## src/pkg/rxofl_defines.svh

```systemverilog
`ifndef RXOFL_DEFINES_SVH
`define RXOFL_DEFINES_SVH

// ==========================================================================
// Register map: one block of words per channel.
`define RXOFL_ADDR_W 8
`define RXOFL_CH_STRIDE 8'h10
`define RXOFL_OFF_RXCFG 4'h0
`define RXOFL_OFF_LBCFG 4'h4
`define RXOFL_OFF_STAT 4'h8

// ==========================================================================
// Receive output configuration fields and reset value.
`define RXOFL_RXCFG_SR 4
`define RXOFL_RXCFG_MUTE 3
`define RXOFL_RXCFG_OFF 2
`define RXOFL_RXCFG_INV 1
`define RXOFL_RXCFG_MASK 5'h1E
`define RXOFL_RXCFG_RST 5'h00

// ==========================================================================
// Loop-back and rate configuration fields and reset value.
`define RXOFL_LBCFG_STS1 3
`define RXOFL_LBCFG_E3 2
`define RXOFL_LBCFG_LLB 1
`define RXOFL_LBCFG_RLB 0
`define RXOFL_LBCFG_MASK 5'h0F
`define RXOFL_LBCFG_RST 5'h00

// ==========================================================================
// Status word fields.
`define RXOFL_STAT_LB_LO 0
`define RXOFL_STAT_SR 2
`define RXOFL_STAT_OFF 3
`define RXOFL_STAT_INV 4
`define RXOFL_STAT_MUTED 5
`define RXOFL_STAT_LOS 6

// ==========================================================================
// Timing: line rates in kHz and the recovered clock high time.
`define RXOFL_PCLK_PS 5000
`define RXOFL_E3_KHZ 34368
`define RXOFL_DS3_KHZ 44736
`define RXOFL_STS1_KHZ 51840
`define RXOFL_STS1_HALF_PS (500000000 / `RXOFL_STS1_KHZ)
`define RXOFL_CLK_HIGH_RAW (`RXOFL_STS1_HALF_PS / `RXOFL_PCLK_PS)
`define RXOFL_CLK_HIGH_CYC ((`RXOFL_CLK_HIGH_RAW < 1) ? 1 : `RXOFL_CLK_HIGH_RAW)

`endif

```

## src/pkg/rxofl_pkg.sv

```systemverilog
// ==========================================================================
// Types shared by the channel datapath and the register front end.
package rxofl_pkg;

	typedef enum logic [1:0] {
		LB_NORMAL = 2'b00,
		LB_REMOTE = 2'b01,
		LB_ANALOG = 2'b10,
		LB_DIGITAL = 2'b11
	} rxofl_lb_e;

	typedef enum logic [1:0] {
		PH_OFF = 2'b00,
		PH_LOW = 2'b01,
		PH_HIGH = 2'b10
	} rxofl_ph_e;

	// Local bit is the high bit of the code, remote the low one.
	function automatic rxofl_lb_e rxofl_lb_decode(input logic llb, input logic rlb);
		return rxofl_lb_e'({llb, rlb});
	endfunction

endpackage

```

## src/core/rxofl_chan.sv

```systemverilog
`timescale 1ns/1ps
`default_nettype none
`include "rxofl_defines.svh"

module rxofl_chan
	import rxofl_pkg::*;
#(
	parameter int unsigned HIGH_CYC = `RXOFL_CLK_HIGH_CYC
) (
	// Clock and reset
	input wire logic pclk,
	input wire logic presetn,
	// Effective settings
	input wire logic single_rail,
	input wire logic clk_invert,
	input wire logic rx_off,
	input wire logic mute_active,
	input wire rxofl_lb_e lb_mode,
	// Line receive side
	input wire logic line_rx_plus,
	input wire logic line_rx_minus,
	input wire logic line_rx_bit_strobe,
	// Terminal transmit side
	input wire logic tx_pos_data_in,
	input wire logic tx_neg_data_in,
	input wire logic tx_clock_in,
	// Outputs
	output logic rx_pos_rail_out,
	output logic rx_neg_rail_out,
	output logic rx_recovered_clock_out,
	output logic line_tx_plus,
	output logic line_tx_minus
);

	// ======================================================================
	// Source selection.
	rxofl_ph_e ph_q, ph_d;
	logic [3:0] cnt_q;
	logic txc_q;
	wire tx_strobe = tx_clock_in & ~txc_q;
	wire local_lb = (lb_mode == LB_ANALOG) || (lb_mode == LB_DIGITAL);
	wire remote_lb = (lb_mode == LB_REMOTE);
	wire bit_strobe = local_lb ? tx_strobe : line_rx_bit_strobe;
	wire src_p = local_lb ? tx_pos_data_in : line_rx_plus;
	wire src_n = local_lb ? tx_neg_data_in : line_rx_minus;
	// An AMI pulse of either polarity is a decoded one.
	wire pos_d = single_rail ? (src_p | src_n) : src_p;
	wire neg_d = single_rail ? 1'b0 : src_n;
	wire hold_done = (cnt_q == 4'(HIGH_CYC - 1));

	// ======================================================================
	// Recovered clock phase.
	always_comb begin
		ph_d = ph_q;
		case (ph_q)
			PH_OFF: begin
				if (!rx_off) ph_d = PH_LOW;
			end
			PH_LOW: begin
				if (rx_off) ph_d = PH_OFF;
				else if (bit_strobe) ph_d = PH_HIGH;
			end
			PH_HIGH: begin
				if (rx_off) ph_d = PH_OFF;
				else if (bit_strobe) ph_d = PH_HIGH;
				else if (hold_done) ph_d = PH_LOW;
			end
			default: ph_d = PH_OFF;
		endcase
	end

	always_ff @(posedge pclk or negedge presetn) begin
		if (!presetn) begin
			ph_q <= PH_OFF;
			cnt_q <= 4'h0;
			txc_q <= 1'b0;
		end else begin
			ph_q <= ph_d;
			txc_q <= tx_clock_in;
			cnt_q <= (bit_strobe || ph_q != PH_HIGH) ? 4'h0 : cnt_q + 4'h1;
		end
	end

	// ======================================================================
	// Data launches with the clock edge; inversion turns it into a fall.
	always_ff @(posedge pclk or negedge presetn) begin
		if (!presetn) begin
			rx_pos_rail_out <= 1'b0;
			rx_neg_rail_out <= 1'b0;
			rx_recovered_clock_out <= 1'b0;
		end else begin
			if (rx_off || mute_active) begin
				rx_pos_rail_out <= 1'b0;
				rx_neg_rail_out <= 1'b0;
			end else if (bit_strobe) begin
				rx_pos_rail_out <= pos_d;
				rx_neg_rail_out <= neg_d;
			end else if (single_rail) begin
				rx_neg_rail_out <= 1'b0;
			end
			rx_recovered_clock_out <= (ph_d == PH_OFF) ? 1'b0 :
				((ph_d == PH_HIGH) ^ clk_invert);
		end
	end

	// ======================================================================
	// Transmit line side keeps running in local loop-back.
	always_ff @(posedge pclk or negedge presetn) begin
		if (!presetn) begin
			line_tx_plus <= 1'b0;
			line_tx_minus <= 1'b0;
		end else if (remote_lb) begin
			if (line_rx_bit_strobe) begin
				line_tx_plus <= line_rx_plus;
				line_tx_minus <= line_rx_minus;
			end
		end else if (tx_strobe) begin
			line_tx_plus <= tx_pos_data_in;
			line_tx_minus <= tx_neg_data_in;
		end
	end

endmodule

`default_nettype wire

```

## src/core/rxofl_top.sv

```systemverilog
`timescale 1ns/1ps
`default_nettype none
`include "rxofl_defines.svh"

// How it works
// - Data updates on recovered clock rising edge.
// - Recovered clock follows the received line bits.
// - Positive line pulse drives positive rail high.
// - Negative line pulse drives negative rail high.
// - Hardware invert pin moves launch to falling.
// - Host invert bit inverts the recovered clock.
// - Host format bit selects single-rail output.
// - Single-rail puts decoded data on positive rail.
// - Hardware format pin selects rail format globally.
// - Single-rail holds the negative rail low.
// - Hardware shutoff pin turns receivers off.
// - Host shutoff bit turns channel receiver off.
// - Four channels, each with its own loop-back.
// - Analog local loop feeds transmit into receive.
// - Transmit line output keeps running in analog loop.
// - Host local bit alone selects analog loop.
// - Hardware local pin alone selects analog loop.
// - Digital local loop feeds encoder into decoder.
// - Host both bits select digital local loop.
// - Host remote bit alone selects remote loop.
// - Muting forces both rails low during signal loss.
module rxofl_top
	import rxofl_pkg::*;
#(
	parameter int unsigned NCH = 4,
	parameter int unsigned HIGH_CYC = `RXOFL_CLK_HIGH_CYC
) (
	// Clock and reset
	input wire logic pclk,
	input wire logic presetn,
	// APB slave
	input wire logic [`RXOFL_ADDR_W-1:0] paddr,
	input wire logic psel,
	input wire logic penable,
	input wire logic pwrite,
	input wire logic [31:0] pwdata,
	output logic pready,
	output logic [31:0] prdata,
	output logic pslverr,
	// Mode and global hardware pins
	input wire logic host_mode,
	input wire logic global_clock_invert_pin,
	input wire logic rail_format_select,
	input wire logic receive_shutoff,
	input wire logic signal_loss_mute_enable,
	// Per-channel hardware loop-back pins
	input wire logic [NCH-1:0] local_loopback_select,
	input wire logic [NCH-1:0] remote_loopback_select,
	// Line receive side
	input wire logic [NCH-1:0] line_rx_plus,
	input wire logic [NCH-1:0] line_rx_minus,
	input wire logic [NCH-1:0] line_rx_bit_strobe,
	input wire logic [NCH-1:0] signal_loss_declared,
	// Terminal transmit side
	input wire logic [NCH-1:0] tx_pos_data_in,
	input wire logic [NCH-1:0] tx_neg_data_in,
	input wire logic [NCH-1:0] tx_clock_in,
	// Receive outputs to the terminal
	output logic [NCH-1:0] rx_pos_rail_out,
	output logic [NCH-1:0] rx_neg_rail_out,
	output logic [NCH-1:0] rx_recovered_clock_out,
	// Transmit line outputs
	output logic [NCH-1:0] line_tx_plus,
	output logic [NCH-1:0] line_tx_minus
);

	// ======================================================================
	// Address decode.
	localparam logic [1:0] SEL_RXCFG = 2'h0;
	localparam logic [1:0] SEL_LBCFG = 2'h1;
	localparam logic [1:0] SEL_STAT = 2'h2;
	localparam logic [1:0] SEL_NONE = 2'h3;

	// Channel index sits above the word offset; anything beyond is unmapped.
	function automatic logic [1:0] reg_select(input logic [`RXOFL_ADDR_W-1:0] a);
		logic [3:0] off;
		logic [`RXOFL_ADDR_W-1:0] ch;
		off = a[3:0];
		ch = a / `RXOFL_CH_STRIDE;
		if (ch >= `RXOFL_ADDR_W'(NCH)) return SEL_NONE;
		case (off)
			`RXOFL_OFF_RXCFG: return SEL_RXCFG;
			`RXOFL_OFF_LBCFG: return SEL_LBCFG;
			`RXOFL_OFF_STAT: return SEL_STAT;
			default: return SEL_NONE;
		endcase
	endfunction

	wire [1:0] sel = reg_select(paddr);
	wire [1:0] ch_idx = paddr[5:4];
	wire access = psel & penable;
	// One wait state: the answer is registered so every output is a flop.
	wire pready_d = access & ~pready;
	wire wr_fire = access & pready & pwrite;

	// ======================================================================
	// Configuration registers.
	logic [4:0] rxcfg_q [NCH];
	logic [4:0] lbcfg_q [NCH];

	always_ff @(posedge pclk or negedge presetn) begin
		if (!presetn) begin
			for (int i = 0; i < NCH; i++) begin
				rxcfg_q[i] <= `RXOFL_RXCFG_RST;
				lbcfg_q[i] <= `RXOFL_LBCFG_RST;
			end
		end else if (wr_fire) begin
			if (sel == SEL_RXCFG) rxcfg_q[ch_idx] <= pwdata[4:0] & `RXOFL_RXCFG_MASK;
			if (sel == SEL_LBCFG) lbcfg_q[ch_idx] <= pwdata[4:0] & `RXOFL_LBCFG_MASK;
		end
	end

	// ======================================================================
	// Effective per-channel settings: registers in host mode, pins otherwise.
	logic [NCH-1:0] eff_single;
	logic [NCH-1:0] eff_inv;
	logic [NCH-1:0] eff_off;
	logic [NCH-1:0] eff_mute_en;
	logic [NCH-1:0] mute_act;
	rxofl_lb_e eff_lb [NCH];

	always_comb begin
		for (int i = 0; i < NCH; i++) begin
			eff_single[i] = host_mode ? rxcfg_q[i][`RXOFL_RXCFG_SR] :
				rail_format_select;
			eff_inv[i] = host_mode ? rxcfg_q[i][`RXOFL_RXCFG_INV] :
				global_clock_invert_pin;
			eff_off[i] = host_mode ? rxcfg_q[i][`RXOFL_RXCFG_OFF] :
				receive_shutoff;
			eff_mute_en[i] = host_mode ? rxcfg_q[i][`RXOFL_RXCFG_MUTE] :
				signal_loss_mute_enable;
			mute_act[i] = eff_mute_en[i] & signal_loss_declared[i];
			eff_lb[i] = host_mode ?
				rxofl_lb_decode(lbcfg_q[i][`RXOFL_LBCFG_LLB],
					lbcfg_q[i][`RXOFL_LBCFG_RLB]) :
				rxofl_lb_decode(local_loopback_select[i],
					remote_loopback_select[i]);
		end
	end

	// ======================================================================
	// Read path: status reflects what the channel is really doing.
	function automatic logic [31:0] stat_word(input int i);
		logic [31:0] w;
		w = 32'h0000_0000;
		w[`RXOFL_STAT_LB_LO +: 2] = eff_lb[i];
		w[`RXOFL_STAT_SR] = eff_single[i];
		w[`RXOFL_STAT_OFF] = eff_off[i];
		w[`RXOFL_STAT_INV] = eff_inv[i];
		w[`RXOFL_STAT_MUTED] = mute_act[i];
		w[`RXOFL_STAT_LOS] = signal_loss_declared[i];
		return w;
	endfunction

	logic [31:0] rd_word;

	always_comb begin
		rd_word = 32'h0000_0000;
		case (sel)
			SEL_RXCFG: rd_word = {27'h0, rxcfg_q[ch_idx]};
			SEL_LBCFG: rd_word = {27'h0, lbcfg_q[ch_idx]};
			SEL_STAT: rd_word = stat_word(int'(ch_idx));
			default: rd_word = 32'h0000_0000;
		endcase
	end

	always_ff @(posedge pclk or negedge presetn) begin
		if (!presetn) begin
			pready <= 1'b0;
			prdata <= 32'h0000_0000;
			pslverr <= 1'b0;
		end else begin
			pready <= pready_d;
			pslverr <= pready_d & (sel == SEL_NONE);
			if (pready_d) prdata <= pwrite ? 32'h0000_0000 : rd_word;
		end
	end

	// ======================================================================
	// Channels.
	for (genvar g = 0; g < NCH; g++) begin : g_ch
		rxofl_chan #(
			.HIGH_CYC(HIGH_CYC)
		) u_chan (
			.pclk(pclk),
			.presetn(presetn),
			.single_rail(eff_single[g]),
			.clk_invert(eff_inv[g]),
			.rx_off(eff_off[g]),
			.mute_active(mute_act[g]),
			.lb_mode(eff_lb[g]),
			.line_rx_plus(line_rx_plus[g]),
			.line_rx_minus(line_rx_minus[g]),
			.line_rx_bit_strobe(line_rx_bit_strobe[g]),
			.tx_pos_data_in(tx_pos_data_in[g]),
			.tx_neg_data_in(tx_neg_data_in[g]),
			.tx_clock_in(tx_clock_in[g]),
			.rx_pos_rail_out(rx_pos_rail_out[g]),
			.rx_neg_rail_out(rx_neg_rail_out[g]),
			.rx_recovered_clock_out(rx_recovered_clock_out[g]),
			.line_tx_plus(line_tx_plus[g]),
			.line_tx_minus(line_tx_minus[g])
		);
	end

	logic [NCH-1:0] txc_h_q;
	always_ff @(posedge pclk or negedge presetn) begin
		if (!presetn) txc_h_q <= '0;
		else txc_h_q <= tx_clock_in;
	end

	for (genvar g = 0; g < NCH; g++) begin : g_chk
		wire is_local = (eff_lb[g] == LB_ANALOG) || (eff_lb[g] == LB_DIGITAL);
		wire tx_edge = tx_clock_in[g] & ~txc_h_q[g];
		wire strb = is_local ? tx_edge : line_rx_bit_strobe[g];
		wire live = !eff_off[g] && !mute_act[g];

	end
endmodule

`default_nettype wire

```

## config.mk

```make
export PLATFORM = sky130hd
export DESIGN_NAME = rxofl_top
export DESIGN_NICKNAME = d
export VERILOG_FILES = /design/src/pkg/rxofl_pkg.sv /design/src/core/rxofl_chan.sv /design/src/core/rxofl_top.sv
export VERILOG_INCLUDE_DIRS = /design/src /design/src/pkg
export SDC_FILE = /design/constraint.sdc
export NUM_CORES = 1
export LEC_CHECK = 0
export ABC_AREA = 1
export BUFFER_PORTS_ARGS = -buffer_cell sky130_fd_sc_hd__buf_2
export CORE_UTILIZATION = 25
export DETAILED_ROUTE_END_ITERATION = 10
export PLACE_DENSITY = 0.43
export SLEW_MARGIN = 40
export SYNTH_ARGS = -nofsm -noshare
export SYNTH_HDL_FRONTEND = slang
export SYNTH_HIERARCHICAL = 1
export SYNTH_SLANG_ARGS = --single-unit
```

## constraint.sdc

```tcl
create_clock -name pclk -period 1.5 [get_ports pclk]
set_clock_uncertainty 0.15 [all_clocks]
set_input_delay 0.075 -clock pclk [delete_from_list [all_inputs] [get_ports pclk]]
set_output_delay 0.075 -clock pclk [all_outputs]
set_load 0.1 [all_outputs]
```

==> impl_metrics.toml <==
[status]
status = "finished clean"

[routing]
vias = 4993
drt_iter0_markers = 252
antenna_left = 0
routed_wl_um = 16200
first_pass_iters = 4
drc = 0
wl_per_cell_um = 13.6
viasPerCell = 4.19

[power_and_ir_drop]
power_density_nw_per_um2 = 872
intPower_w = 0.00402
seq_power_share_pct = 40.0
swShare_pct = 36.4
vdd_drop_max_uv = 400
p_sw_w = 0.00230
p_total_w = 0.00632
leakagePower_nw = 3.80
p_clk_share_pct = 33.4
p_comb_share_pct = 26.6

[sta]
finalMaxSlewViolations = 0
layout_worst_path_cycle_share_pct = 99.0
setup_ws_ns = 0.0153
grt_setup_unrepaired = "true"
fin_tns_setup_ns = 0
setup_viol = 0
fin_crit_ns = 1.48
hold_viol = 0
clock.fmax_ghz = 0.674

[finish]
syn2layout_area_growth_pct = 32.6
final_util_pct = 34.1
antenna_cells = 0
layout-drive-gt1-share_pct = 27.9
layout.nets = 1007
fin_area_sq_um = 7240

[clock_network]
path_clk_slew_ns = 0.07
cts_sinks = 89
cts_max_level = 3
clk_latency_ns = 0.36
root_buffer = "clkbuf_16"
cts_tree = "built"
cts_inserted_buffers = 9
clockBufferDepth = 2

[yosys]
synth-adder-area-share_pct = 1.83
syn_inst = 740
synth_seq_cells = 89
ys_types = 35
synth_compound_gate_area_share_pct = 10.3
synth_area_per_cell_sq_um = 7.38
synth_top_area_cell = "dfrtp_1"
yosys.area_share.simple_pct = 34.3
yosys.area.top_type_share_pct = 40.8
synthMuxAreaShare_pct = 0
synth_top_family_by_area = "simple AND/OR/NAND/NOR gates"
seq_area_frac_synth_pct = 40.8
netlist_area_sq_um = 5460
ys_warn_count = 6
yosys.area_share.xor_xnor_pct = 1.28
yosys-top-cells-area = "dfrtp_1 (41%), nand2_1 (17%), inv_1 (5.4%), nor2_1 (4.8%), nand3_1 (4.6%)"

[setup_path]
required_ns = 1.60
path_cells = "nand2_2 > nand2_4 > or2_1 > nand2_2 > nand2_1 > nand2_1 > nand2_2 > nand2_1 > nand2_1"
crit_slowest_cell = "dfrtp_1"
r2r_cells = 9
end_kind = "flip-flop"
cp.arrival_ns = 1.58
slowest_delay_ns = 0.40
critPathKind = "flip-flop to flip-flop"
crit_path_frequent_cell = "nand2_1"
critPathLaunchType = "flip-flop"
critPathMaxFanout = 7

[floorplan]
std_cell_rows = 53
fp.dieW_um = 150
core_sq_um = 21200
io_pins = 140
die_y_um = 150
start_util_pct = 25.7
floorplan.die_area_sq_um = 22400

[placed_design]
dp_slack_ns = -0.164
placed_area_sq_um = 6520
io_buffer_count = 87
place.detailed.hpwl_um = 12800
gp_congestion = 0.789

[global_routing]
grt.overflow.total = 0
track_usage_pct = 15.1
antenna_found_initial = 0
grt_pass1_vias = 4853
grt_pass1_wl_um = 25700
grt_max_degree = 28

[hold_path]
hp-class = "input port to flip-flop"
hold_depth = 5

[flow_run]
max_cap_violations = 0
## final timing paths
kind                                  start                                    end  slack [ns]
min in group asynchronous           presetn                             rxcfg_q[1]        0.07
max in group asynchronous           presetn           g_ch[2].u_chan/line_tx_minus        0.59
min reg2reg                       prdata[3]                              prdata[3]        0.32
max reg2reg                     lbcfg_q[16]  g_ch[0].u_chan/rx_recovered_clock_out        0.02
min                        line_rx_minus[0]           g_ch[0].u_chan/line_tx_minus       0.007
max                             lbcfg_q[16]  g_ch[0].u_chan/rx_recovered_clock_out        0.02
## layout by cell type (no fill, tap or decap), types with 8 or more instances in the layout
cell type	instances
a21oi_1	24
dfrtp_1	88
inv_2	15
nor2_2	8
ha_1	8
nand2_2	22
nor2_4	16
buf_4	54
conb_1	25
o21ai_0	37
nand3_1	45
clkbuf_16	9
o21ai_1	17
nor2_1	64
buf_2	86
nand2_1	225
inv_1	73
dlygate4sd3_1	29
nand2_4	11
## cell usage after synthesis (all sizes together)
| cell | number |
|---|---|
| a21oi | 29 |
| nor2 | 89 |
| inv | 91 |
| xnor2 | 4 |
| a21boi | 4 |
| nand2 | 259 |
| nand4 | 6 |
| ha | 8 |
| dfrtp | 89 |
| buf | 33 |
| nand3 | 52 |
| clkbuf | 3 |
| o21ai | 59 |
| o22ai | 4 |
| or2 | 5 |
| xor2 | 4 |
| conb | 1 |
## area by class of cell
cell class              count  area [sq um]
fillers                  2277         14000
flip-flops and latches     89          2230
repair buffers            174          1230
multi-input cells         548          2840
clock inverters             3          17.5
well taps                 275           344
clock buffers              13           240
inverters                  91           349
## cell families after synthesis
| kind of cell | after synthesis |
|---|---|
| AOI/OAI and AO/OA | 96 |
| buffers and inverters | 127 |
| DFF | 89 |
| xor gates and xnor gates | 8 |
| adders and majority gates | 8 |
| other | 1 |
| and+or+nand+nor | 411 |
## worst max-delay path: cells and delay by family (launching register included)
kind	cells	cell delay (ns)
DFF	1	0.40
and+or+nand+nor	9	0.82
## power groups by stage
| stage | Combinational, W | Sequential [W] | Clock, W |
|---|---|---|---|
| 6_report | 0.00168 | 0.00252 | 0.00211 |
| 5_1_grt | 0.00180 | 0.00253 | 0.00230 |
| 4_1_cts | 0.00166 | 0.00252 | 0.00221 |
| 3_5_place_dp | 0.00159 | 0.00257 | 0 |
| 3_3_place_gp | 0.00159 | 0.00257 | 0 |
| 2_1_floorplan | 0.000754 | 0.00298 | 0 |
## per-stage QoR
step,hold slack [ns],instances
after detailed placement,-0.0950,1141
after global routing,0.0136,1193
final,0.00738,1193
after global placement,-0.0868,1141
after CTS,0.000331,1186
after floorplan,-0.371,764
## timing repair
item,in CTS,in global routing
cloned,0,0
setup endpoints to repair,20,36
endpoints found under the hold margin,138,0
hold buffers,29,0
gates resized for setup,9,32
pin swaps,0,21
setup buffers,0,8
## flip-flops by register name, indices dropped and copies added, names as in the netlist
signal and count:
lbcfg_q 16, g_ch.u_chan/rx_recovered_clock_out 4, g_ch.u_chan/line_tx_minus 4, g_ch.u_chan/line_tx_plus 4, g_ch.u_chan/txc_q 4, g_ch.u_chan/rx_pos_rail_out 4, g_ch.u_chan/rx_neg_rail_out 4, pready 1
g_ch.u_chan/ph_q 8, pslverr 1, g_ch.u_chan/cnt_q 16, prdata 7, rxcfg_q 16
## routing by layer
metal / global-route usage, % / share of wire (%) / vias up
met5: 0 / 0 / -
met2: 24.8 / 47 / 84
met3: 2.10 / 3.8 / 13
met1: 20.2 / 48 / 2284
met4: 5.35 / 1.3 / 0
li1: - / - / 2612
No activity file was read; power rests on OpenSTA's default activity.
